## src/include/pc_stack_pkg.sv

```systemverilog
// Constants, types and register map of the program counter and return stack.
// Assumes one 100 MHz clock shared by the core decoder and the AHB-Lite bus.
// Notes on behaviour
// - Program counter is 13 bits wide, covering all program memory.
// - Low byte of the program counter is a software read/write register.
// - Counter bits 12..8 are invisible to software; software sets them only through the latch.
// - Any reset clears the whole program counter to zero.
// - Writing the low byte loads latch bits 4..0 into the counter high part.
// - Call and jump take counter bits 12..11 from latch bits 4..3.
// - Return stack holds eight entries of thirteen bits each.
// - Stack and its pointer are outside all address spaces, not accessible.
// - Call and interrupt vectoring push the return address.
// - Return, return-with-literal and return-from-interrupt pop into the counter.
// - Pushes and pops leave the upper-address latch unchanged.
// - Stack is circular; the ninth push overwrites the first.
// - No overflow or underflow status is provided; wrapping is silent.
// - Only call, the three returns and vectoring push or pop.

package pc_stack_pkg;

  // ==========================================================================
  // Widths
  localparam int PC_WIDTH = 13;
  localparam int LOW_WIDTH = 8;
  localparam int LATCH_WIDTH = 5;
  localparam int TARGET_WIDTH = 11;
  localparam int STACK_DEPTH = 8;
  localparam int BUS_WIDTH = 32;
  localparam int DEC_WIDTH = 12;

  // ==========================================================================
  // Field positions
  localparam int LATCH_JUMP_HI = 4;
  localparam int LATCH_JUMP_LO = 3;
  localparam int HTRANS_ACTIVE = 1;

  // ==========================================================================
  // Register offsets and reset values
  localparam logic [DEC_WIDTH-1:0] OFF_PC_LOW_BYTE = 12'h000;
  localparam logic [DEC_WIDTH-1:0] OFF_PC_UPPER_LATCH = 12'h004;
  localparam logic [PC_WIDTH-1:0] PC_RESET = 13'h0000;
  localparam logic [LATCH_WIDTH-1:0] LATCH_RESET = 5'h00;
  localparam logic [PC_WIDTH-1:0] PC_ONE = 13'h0001;
  localparam logic [PC_WIDTH-1:0] VECTOR_ADDR = 13'h0004;
  localparam logic HRESP_OKAY = 1'b0;

  // ==========================================================================
  // Counter update selection, one-hot
  typedef enum logic [6:0] {
    OP_HOLD = 7'h01,
    OP_STEP = 7'h02,
    OP_LOW_WRITE = 7'h04,
    OP_JUMP = 7'h08,
    OP_CALL = 7'h10,
    OP_VEC = 7'h20,
    OP_POP = 7'h40
  } pc_op_t;

endpackage

```

## src/logic/pc_return_stack.sv

```systemverilog
// Program counter sequencer and circular return stack of a small core.
// Assumes decoder strobes are single-cycle, same-clock, one instruction each;
// software reaches the low byte and the upper latch over AHB-Lite.
//
// Decided for this implementation: the register offsets and the AHB-Lite slave port.
`timescale 1ns/100ps
`default_nettype none

module pc_return_stack
  import pc_stack_pkg::*;
#(
  parameter int DEPTH = STACK_DEPTH,
  parameter logic [PC_WIDTH-1:0] VECTOR = VECTOR_ADDR
) (
  input wire logic i_clock,                       // 100 MHz core clock
  input wire logic i_rst_b,                       // Async reset, active low
  // AHB-Lite slave
  input wire logic i_hsel,                        // Slave select
  input wire logic [BUS_WIDTH-1:0] i_haddr,       // Byte address
  input wire logic [1:0] i_htrans,                // Transfer type
  input wire logic i_hwrite,                      // Write when high
  input wire logic [2:0] i_hsize,                 // Transfer size
  input wire logic [BUS_WIDTH-1:0] i_hwdata,      // Write data
  input wire logic i_hready,                      // Bus ready
  output logic [BUS_WIDTH-1:0] o_hrdata,          // Read data
  output logic o_hreadyout,                       // Always ready
  output logic o_hresp,                           // Always OKAY
  // Core decoder
  input wire logic i_fetch,                       // Instruction fetched
  input wire logic i_jump_op,                     // Jump executed
  input wire logic i_call_op,                     // Call executed
  input wire logic i_return_op,                   // Plain return
  input wire logic i_return_with_literal_op,      // Return with literal
  input wire logic i_return_from_interrupt_op,    // Return from interrupt
  input wire logic i_int_vector,                  // Interrupt branch taken
  input wire logic [TARGET_WIDTH-1:0] i_target,   // Call or jump operand
  output logic [PC_WIDTH-1:0] o_pc                // Next fetch address
);

  localparam int PW = $clog2(DEPTH);
  localparam logic [PW-1:0] PTR_ONE = PW'(1);

  logic rst_n;
  logic [PC_WIDTH-1:0] pc;
  logic [PC_WIDTH-1:0] next_pc;
  logic [LATCH_WIDTH-1:0] latch;
  logic [LATCH_WIDTH-1:0] next_latch;
  logic [PW-1:0] ptr;
  logic [PW-1:0] next_ptr;
  logic [PW-1:0] rd_slot;
  logic [PC_WIDTH-1:0] top;
  logic push;
  logic any_return;
  pc_op_t op;
  logic addr_ok;
  logic wr_low;
  logic wr_latch;
  logic rd_low;
  logic next_wr_low;
  logic next_wr_latch;
  logic next_rd_low;
  logic [BUS_WIDTH-1:0] next_hrdata;

  // ==========================================================================
  // Reset release
  rst_sync u_rst_sync (
    .i_clock(i_clock),
    .i_rst_b(i_rst_b),
    .o_rst_b(rst_n)
  );

  // ==========================================================================
  // AHB-Lite address phase: only the two registers decode, others read zero
  always_comb begin
    addr_ok = i_hsel && i_hready && i_htrans[HTRANS_ACTIVE];
    next_wr_low = addr_ok && i_hwrite &&
                  (i_haddr[DEC_WIDTH-1:0] == OFF_PC_LOW_BYTE);
    next_wr_latch = addr_ok && i_hwrite &&
                    (i_haddr[DEC_WIDTH-1:0] == OFF_PC_UPPER_LATCH);
    next_rd_low = addr_ok && !i_hwrite &&
                  (i_haddr[DEC_WIDTH-1:0] == OFF_PC_LOW_BYTE);
  end

  // Data phase flags; writes land at the end of the data phase
  always_ff @(posedge i_clock or negedge rst_n) begin
    if (!rst_n) begin
      wr_low <= 1'b0;
      wr_latch <= 1'b0;
      rd_low <= 1'b0;
    end else begin
      wr_low <= next_wr_low;
      wr_latch <= next_wr_latch;
      rd_low <= next_rd_low;
    end
  end

  // ==========================================================================
  // Pick one counter update; vectoring outranks returns, calls and jumps
  // A low-byte write that meets a jump, call, return or vectoring strobe is dropped without notice; it wins over a fetch.
  always_comb begin
    any_return = i_return_op || i_return_with_literal_op ||
                 i_return_from_interrupt_op;
    op = OP_HOLD;
    if (i_int_vector) begin
      op = OP_VEC;
    end else if (any_return) begin
      op = OP_POP;
    end else if (i_call_op) begin
      op = OP_CALL;
    end else if (i_jump_op) begin
      op = OP_JUMP;
    end else if (wr_low) begin
      op = OP_LOW_WRITE;
    end else if (i_fetch) begin
      op = OP_STEP;
    end
  end

  // ==========================================================================
  // Counter, latch and stack pointer next values
  always_comb begin
    next_pc = pc;
    next_ptr = ptr;
    push = 1'b0;
    unique case (op)
      OP_HOLD: begin
        next_pc = pc;
      end
      OP_STEP: begin
        next_pc = pc + PC_ONE;
      end
      OP_LOW_WRITE: begin
        next_pc = {latch, i_hwdata[LOW_WIDTH-1:0]};
      end
      OP_JUMP: begin
        next_pc = {latch[LATCH_JUMP_HI:LATCH_JUMP_LO], i_target};
      end
      OP_CALL: begin
        next_pc = {latch[LATCH_JUMP_HI:LATCH_JUMP_LO], i_target};
        push = 1'b1;
        next_ptr = ptr + PTR_ONE;
      end
      OP_VEC: begin
        next_pc = VECTOR;
        push = 1'b1;
        next_ptr = ptr + PTR_ONE;
      end
      OP_POP: begin
        next_pc = top;
        next_ptr = ptr - PTR_ONE;
      end
    endcase
  end

  // Latch changes only on a software write, never on push or pop
  always_comb begin
    next_latch = latch;
    if (wr_latch) begin
      next_latch = i_hwdata[LATCH_WIDTH-1:0];
    end
  end

  // ==========================================================================
  // State registers
  // Pointer restarts at slot zero; entries above it keep stale contents.
  always_ff @(posedge i_clock or negedge rst_n) begin
    if (!rst_n) begin
      pc <= PC_RESET;
      latch <= LATCH_RESET;
      ptr <= '0;
    end else begin
      pc <= next_pc;
      latch <= next_latch;
      ptr <= next_ptr;
    end
  end

  // ==========================================================================
  // Return stack: the read port always tracks the entry below the pointer,
  // so a pop costs no extra cycle. No pointer or status leaves the block.
  always_comb begin
    rd_slot = next_ptr - PTR_ONE;
  end

  stack_ram #(
    .DEPTH(DEPTH),
    .WIDTH(PC_WIDTH),
    .AW(PW)
  ) u_stack (
    .i_clock(i_clock),
    .i_rst_b(rst_n),
    .i_we(push),
    .i_waddr(ptr),
    .i_wdata(pc),
    .i_raddr(rd_slot),
    .o_rdata(top)
  );

  // ==========================================================================
  // Read data built from next values so it matches state in the data phase
  // A read right behind a write to the same register already sees the new value.
  always_comb begin
    next_hrdata = '0;
    if (addr_ok && !i_hwrite) begin
      if (i_haddr[DEC_WIDTH-1:0] == OFF_PC_LOW_BYTE) begin
        next_hrdata[LOW_WIDTH-1:0] = next_pc[LOW_WIDTH-1:0];
      end else if (i_haddr[DEC_WIDTH-1:0] == OFF_PC_UPPER_LATCH) begin
        next_hrdata[LATCH_WIDTH-1:0] = next_latch;
      end
    end
  end

  // Bus outputs; zero wait states, so ready and response are constant
  always_ff @(posedge i_clock or negedge rst_n) begin
    if (!rst_n) begin
      o_hrdata <= '0;
      o_hreadyout <= 1'b1;
      o_hresp <= HRESP_OKAY;
    end else begin
      o_hrdata <= next_hrdata;
      o_hreadyout <= 1'b1;
      o_hresp <= HRESP_OKAY;
    end
  end

  assign o_pc = pc;

  // ==========================================================================
  // Assertions
  // The pointer never leaves the block, so its behaviour is checked here;
  // the bench sees it only through the return addresses.
  AST_RESET_CLEAR: assert property (
    @(posedge i_clock) $rose(rst_n) |-> (o_pc == PC_RESET)
  ) else $error("counter not zero at reset release");

  AST_STEP: assert property (
    @(posedge i_clock) disable iff (!rst_n)
    (op == OP_STEP) |=> (o_pc == $past(o_pc) + PC_ONE)
  ) else $error("fetch did not advance counter by one");

  AST_LOW_WRITE: assert property (
    @(posedge i_clock) disable iff (!rst_n)
    (op == OP_LOW_WRITE) |=>
      (o_pc == {$past(latch), $past(i_hwdata[LOW_WIDTH-1:0])})
  ) else $error("low byte write did not load latch into high part");

  AST_JUMP: assert property (
    @(posedge i_clock) disable iff (!rst_n)
    (op == OP_JUMP || op == OP_CALL) |=>
      (o_pc[PC_WIDTH-1:TARGET_WIDTH] == $past(latch[LATCH_JUMP_HI:LATCH_JUMP_LO]))
      && (o_pc[TARGET_WIDTH-1:0] == $past(i_target))
  ) else $error("jump target not built from latch and operand");

  AST_PUSH_POP: assert property (
    @(posedge i_clock) disable iff (!rst_n)
    (op == OP_CALL) ##1 (op == OP_POP) |=> (o_pc == $past(o_pc, 2))
  ) else $error("return after call did not restore the return address");

  AST_POP_PTR: assert property (
    @(posedge i_clock) disable iff (!rst_n)
    (op == OP_POP) |=> (ptr == $past(ptr) - PTR_ONE) && (o_pc == $past(top))
  ) else $error("pop did not take top entry and step pointer back");

  AST_LATCH_KEEP: assert property (
    @(posedge i_clock) disable iff (!rst_n)
    (push || op == OP_POP) && !wr_latch |=> $stable(latch)
  ) else $error("latch changed on push or pop");

  AST_VECTOR: assert property (
    @(posedge i_clock) disable iff (!rst_n)
    i_int_vector |=> (o_pc == VECTOR) && (ptr == $past(ptr) + PTR_ONE)
  ) else $error("vectoring did not branch and push");

  AST_READ_LOW: assert property (
    @(posedge i_clock) disable iff (!rst_n)
    rd_low |-> (o_hrdata == {{(BUS_WIDTH-LOW_WIDTH){1'b0}}, o_pc[LOW_WIDTH-1:0]})
  ) else $error("low byte read does not show the counter");

  AST_NO_STRAY_PUSH: assert property (
    @(posedge i_clock) disable iff (!rst_n)
    !(i_call_op || i_int_vector || any_return) |=> (ptr == $past(ptr))
  ) else $error("stack pointer moved without call, return or vectoring");

  AST_READY: assert property (
    @(posedge i_clock) disable iff (!rst_n)
    o_hreadyout && (o_hresp == HRESP_OKAY)
  ) else $error("slave not ready or not OKAY");

  AST_LATCH_WRITE: assert property (
    @(posedge i_clock) disable iff (!rst_n)
    wr_latch |=> (latch == $past(i_hwdata[LATCH_WIDTH-1:0]))
  ) else $error("latch write did not land");

  AST_CALL_PUSH: assert property (
    @(posedge i_clock) disable iff (!rst_n)
    (op == OP_CALL) |=> (ptr == $past(ptr) + PTR_ONE)
  ) else $error("call did not advance the stack pointer");

  AST_PUSH_DATA: assert property (
    @(posedge i_clock) disable iff (!rst_n)
    push |=> (top == $past(o_pc))
  ) else $error("pushed entry is not the counter at the push");

  AST_WRAP: assert property (
    @(posedge i_clock) disable iff (!rst_n)
    push && (ptr == PW'(DEPTH - 1)) |=> (ptr == '0)
  ) else $error("stack pointer did not wrap to the first slot");

  AST_HOLD: assert property (
    @(posedge i_clock) disable iff (!rst_n)
    (op == OP_HOLD) |=> (o_pc == $past(o_pc)) && (ptr == $past(ptr))
  ) else $error("counter or pointer moved with no update");

  AST_HRDATA_IDLE: assert property (
    @(posedge i_clock) disable iff (!rst_n)
    !(addr_ok && !i_hwrite) |=> (o_hrdata == '0)
  ) else $error("read data not zero outside a read data phase");

  // Main scenarios
  COV_CALL_RETURN: cover property (
    @(posedge i_clock) disable iff (!rst_n)
    (op == OP_CALL) ##[1:20] (op == OP_POP)
  );

  COV_WRAP: cover property (
    @(posedge i_clock) disable iff (!rst_n)
    push && (ptr == PW'(DEPTH - 1))
  );

  COV_LOW_WRITE: cover property (
    @(posedge i_clock) disable iff (!rst_n)
    wr_latch ##[1:10] (op == OP_LOW_WRITE)
  );

  COV_VECTOR_RETURN: cover property (
    @(posedge i_clock) disable iff (!rst_n)
    i_int_vector ##[1:20] i_return_from_interrupt_op
  );

  COV_POP_WRAP: cover property (
    @(posedge i_clock) disable iff (!rst_n)
    (op == OP_POP) && (ptr == '0)
  );

endmodule
`default_nettype wire

```

## src/logic/rst_sync.sv

```systemverilog
// Two-stage reset release synchroniser.
// Assumes an active-low asynchronous reset from outside the clock domain.
`timescale 1ns/100ps
`default_nettype none

module rst_sync (
  input wire logic i_clock,  // Core clock
  input wire logic i_rst_b,  // Raw reset, active low
  output logic o_rst_b       // Released reset, active low
);

  logic stage1;

  // ==========================================================================
  // Assert at once, release after two edges to avoid metastable release
  always_ff @(posedge i_clock or negedge i_rst_b) begin
    if (!i_rst_b) begin
      stage1 <= 1'b0;
      o_rst_b <= 1'b0;
    end else begin
      stage1 <= 1'b1;
      o_rst_b <= stage1;
    end
  end

endmodule
`default_nettype wire

```

## src/logic/stack_ram.sv

```systemverilog
// Small return-stack memory with a registered read port and write bypass.
// Assumes the owner never pushes and pops in the same cycle.
`timescale 1ns/100ps
`default_nettype none

module stack_ram #(
  parameter int DEPTH = 8,
  parameter int WIDTH = 13,
  parameter int AW = $clog2(DEPTH)
) (
  input wire logic i_clock,               // Core clock
  input wire logic i_rst_b,               // Synchronised reset, active low
  input wire logic i_we,                  // Write strobe
  input wire logic [AW-1:0] i_waddr,      // Write slot
  input wire logic [WIDTH-1:0] i_wdata,   // Write data
  input wire logic [AW-1:0] i_raddr,      // Read slot for next cycle
  output logic [WIDTH-1:0] o_rdata        // Registered read data
);

  logic [WIDTH-1:0] mem [DEPTH];
  logic [WIDTH-1:0] next_rdata;

  // ==========================================================================
  // Bypass so a pop right after a push sees the fresh entry
  always_comb begin
    next_rdata = mem[i_raddr];
    if (i_we && (i_waddr == i_raddr)) begin
      next_rdata = i_wdata;
    end
  end

  // Storage has no reset: an empty stack simply returns old contents
  always_ff @(posedge i_clock) begin
    if (i_we) begin
      mem[i_waddr] <= i_wdata;
    end
  end

  always_ff @(posedge i_clock or negedge i_rst_b) begin
    if (!i_rst_b) begin
      o_rdata <= '0;
    end else begin
      o_rdata <= next_rdata;
    end
  end

endmodule
`default_nettype wire

```

## config.mk

```make
export PLATFORM = sky130hd
export DESIGN_NAME = pc_return_stack
export DESIGN_NICKNAME = d
export VERILOG_FILES = /design/src/include/pc_stack_pkg.sv /design/src/logic/pc_return_stack.sv /design/src/logic/rst_sync.sv /design/src/logic/stack_ram.sv
export SDC_FILE = /design/constraint.sdc
export NUM_CORES = 1
export LEC_CHECK = 0
export ABC_AREA = 0
export BUFFER_PORTS_ARGS = -buffer_cell sky130_fd_sc_hd__buf_2
export CAP_MARGIN = 10
export CORE_MARGIN = 2
export CORE_UTILIZATION = 55
export DETAILED_ROUTE_END_ITERATION = 6
export MAX_ROUTING_LAYER = met4
export PLACE_DENSITY = 0.92
export SLEW_MARGIN = 20
export SYNTH_ARGS = -nofsm -noshare
export SYNTH_HDL_FRONTEND = slang
export SYNTH_SLANG_ARGS = --single-unit
export TNS_END_PERCENT = 10
```

## constraint.sdc

```tcl
create_clock -name i_clock -period 1.7 [get_ports i_clock]
set_input_delay 0.34 -clock i_clock [delete_from_list [all_inputs] [get_ports i_clock]]
set_output_delay 0.34 -clock i_clock [all_outputs]
set_load 0.02 [all_outputs]
```

==> results.ini <==
[outcome]
outcome=complete, but fails checks
violations=negative setup slack

[sta]
worstMarginPinSlew_ns=0.6777
maxSlewViolCount=0
grt_setup_unrepaired=true
finalSetupViolCount=41
finalClockSkew_ns=0.009483
layout_worst_path_cycle_share_pct=150.9
layout_setup_ws_ns=-0.8654
post-route-min-period_ns=2.565
tns_ns=-12.23
fmax_ghz=0.3898
hold_viol=0
max-slew-margin-rel_pct=54.82

[global_routing]
grt_use_met2_pct=52.40
grt_max_degree=30
grt.total_usage_pct=31.67
grt_pass1_wl_microns=32120
top_usage_layer=met2
grt_use_met3_pct=7.994
grt-ovfl-total=0
grt_pass1_vias=5835
antenna_found_initial=0
grt_use_met1_pct=36.61

[floorplan]
die_y_microns=117.9
die_area_sq_um=13900
die_width_microns=117.9
core_area_sq_um=12620
io_pins=139
start_util_pct=56.52
row_count=41

[pwr]
comb_power_share_pct=50.3
p_sw_share_pct=38.89
ir_drop_uv=1126
pwr-share-clk_pct=20.4
p_seq_share_pct=29.3
p_int_mw=10.92
power.density_nw_per_um2=1929
p_sw_mw=6.952
total_power_mw=17.87
power.leakage_nw=3.798

[drt]
drcViolationCount=0
drt_iter0_drc=1113
vias=5982
viasPerCell=6.632
wl_microns=21880
wl_per_cell_microns=24.26
ant_nets=0
firstDrtPassIters=6

[yosys]
synth-seq-area-share_pct=59.92
synth_flop_cell=edfxtp_1
ys_seq_elements=150
async_reset_ff_share_pct=30.67
synth_cell_types=70
syn-cell-area_sq_um=7133
synth_edf_count=104
yosysWarnings=0
postSynthAreaPerCell_sq_um=12.88
synth_cells=554

[clock_tree]
numCtsBuffers=17
clockBufferDepth=2
cts.sinks=150
worstSkewPairLatency_ns=0.43
clk_pin_slew_ns=0.06
cts_tree=done
htreeDepth=4
cts-root-buf=clkbuf_16

[worst_setup_path]
cp-end-kind=register
path_max_fanout=5
cp.required_ns=2.00
cp-start-kind=register
path_class=register to register
arrival_ns=2.87

[cells_and_area]
drive_gt1_share_pct=39.73
finalNetCount=811
fin_area_sq_um=9265
fill_cells=748
n_antenna_cell=0
syn2layout_area_growth_pct=29.89

[placed_design]
port_buffers=64
place_ws_ns=-1.128
place.gp.congestion=0.9579
dp_hpwl_microns=14080
postPlaceCellArea_sq_um=8342

[worst_hold_path]
hold_path.class=input pin to register

[job]
drv_cap=0

## state kept, by name, indices dropped and copies added, names as in the netlist
name and count:
u_stack.mem 104, o_pc 13, u_stack.o_rdata 13, o_hrdata 8
latch 5, ptr 3, u_rst_sync.o_rst_b 1, u_rst_sync.stage1 1
wr_latch 1, wr_low 1
## layout by cell type, fill, tap and decap left out, drive strengths merged, types with 9 or more instances in the layout
cell type  instances
buf              173
edfxtp           104
dfrtp             46
nand2             33
nor2              31
conb              27
a21oi             27
nor3              25
o21ai             23
a221oi            21
clkbuf            20
nand3             16
mux2i             15
inv               15
a22oi             11
a222oi             9
## metrics by stage
stage / utilization (%) / instances / hold WS (ns)
2_1_floorplan: - / 579 / 0.04441
3_3_place_gp: 66.10 / 861 / 0.1257
3_5_place_dp: 66.10 / 861 / 0.1262
4_1_cts: 71.89 / 897 / 0.1501
5_1_grt: 73.42 / 902 / 0.1625
6_report: 73.42 / 902 / 0.1573
## power by group through the flow
stage | registers [mW] | logic, mW | clock network, mW
after detailed placement | 5.21 | 7.44 | 0
after global routing | 5.25 | 9.47 | 3.80
final | 5.23 | 9.00 | 3.65
after global placement | 5.19 | 7.08 | 0
after floorplan | 5.22 | 4.95 | 0
after CTS | 5.17 | 8.00 | 3.65
## metal layers
metal | up-vias | routed length [microns]
met5 | - | 0
met4 | 0 | 1227
met3 | 128 | 2265
met2 | 493 | 10910
met1 | 2897 | 7482
li1 | 2464 | -
## area by class of cell
| cell class | count | area (sq um) | share of cell area [%] |
|---|---|---|---|
| clock buffers | 20 | 436.7 | 4.713 |
| clock inverters | 12 | 126.4 | 1.364 |
| inverters | 14 | 65.06 | 0.7022 |
| multi-input cells | 360 | 2831 | 30.56 |
| flip-flops and latches | 150 | 4279 | 46.18 |
| well taps | 172 | 215.2 | 2.323 |
| repair buffers | 174 | 1311 | 14.15 |
## cell usage after synthesis, types with 5 or more instances
cell,n,area (sq um)
edfxtp_1,104,3123
dfrtp_1,46,1151
nand2_1,33,123.9
nor2_1,30,112.6
buf_4,27,202.7
a21oi_1,26,130.1
nor3_1,24,120.1
a221oi_1,21,183.9
o21ai_0,18,90.09
clkbuf_1,17,63.81
nand3_1,16,80.08
mux2i_1,15,150.1
inv_1,12,45.04
a22oi_1,11,82.58
a222oi_1,9,90.09
a221o_1,8,80.08
mux2_2,8,90.09
or2_2,8,50.05
and3_1,6,37.54
nor3b_1,6,45.04
o311ai_0,6,52.55
o31ai_1,6,45.04
or3_1,6,37.54
buf_2,5,25.02
o211a_1,5,50.05
o21ai_1,5,25.02
## path summary, 6_finish.rpt
check,from,cells after the start,endpoint,slack [ns]
setup / recovery,ptr[1],8,u_stack.o_rdata[4],-0.87
min in group asynchronous,i_rst_b,2,u_rst_sync.o_rst_b,0.22
max in group asynchronous,u_rst_sync.o_rst_b,1,o_pc[2],0.89
hold / removal,i_hwrite,3,wr_latch,0.16
setup reg to reg,ptr[1],8,u_stack.o_rdata[4],-0.87
hold reg to reg,u_rst_sync.o_rst_b,0,latch[0],0.22
## worst max-delay path, stage by stage (launching register included)
cell and delay [ns]:
dfrtp_1 0.42, inv_2 0.10, fa_2 0.48, a21boi_4 0.18, a21oi_4 0.26, xnor3_2 0.42, mux4_2 0.32, a22oi_1 0.15
o21ai_1 0.10
## logic make-up (layout without fill, tap and decap cells)
kind of cell | count (synthesis) | count (layout) | share of synthesized area, %
other | 2 | 27 | 0.1053
flip-flops | 150 | 150 | 59.92
multiplexers | 30 | 30 | 5.788
buffers and inverters | 71 | 220 | 6.121
AO/OA/AOI/OAI | 149 | 149 | 15.65
XOR/XNOR | 6 | 8 | 1.473
AND/OR/NAND/NOR | 144 | 144 | 10.49
adder cells (fa/ha/maj) | 2 | 2 | 0.4560
## timing repair
| action | 4_1_cts | 5_1_grt |
|---|---|---|
| endpoints found under the setup margin | 96 | 120 |
| hold buffers | 1 | 0 |
| hold endpoints to repair | 2 | 0 |
| cloned | 2 | 0 |
| setup buffers | 1 | 5 |
| gates resized for setup | 33 | 43 |
| pin swaps | 10 | 14 |
Power figures use the tool's default switching activity.
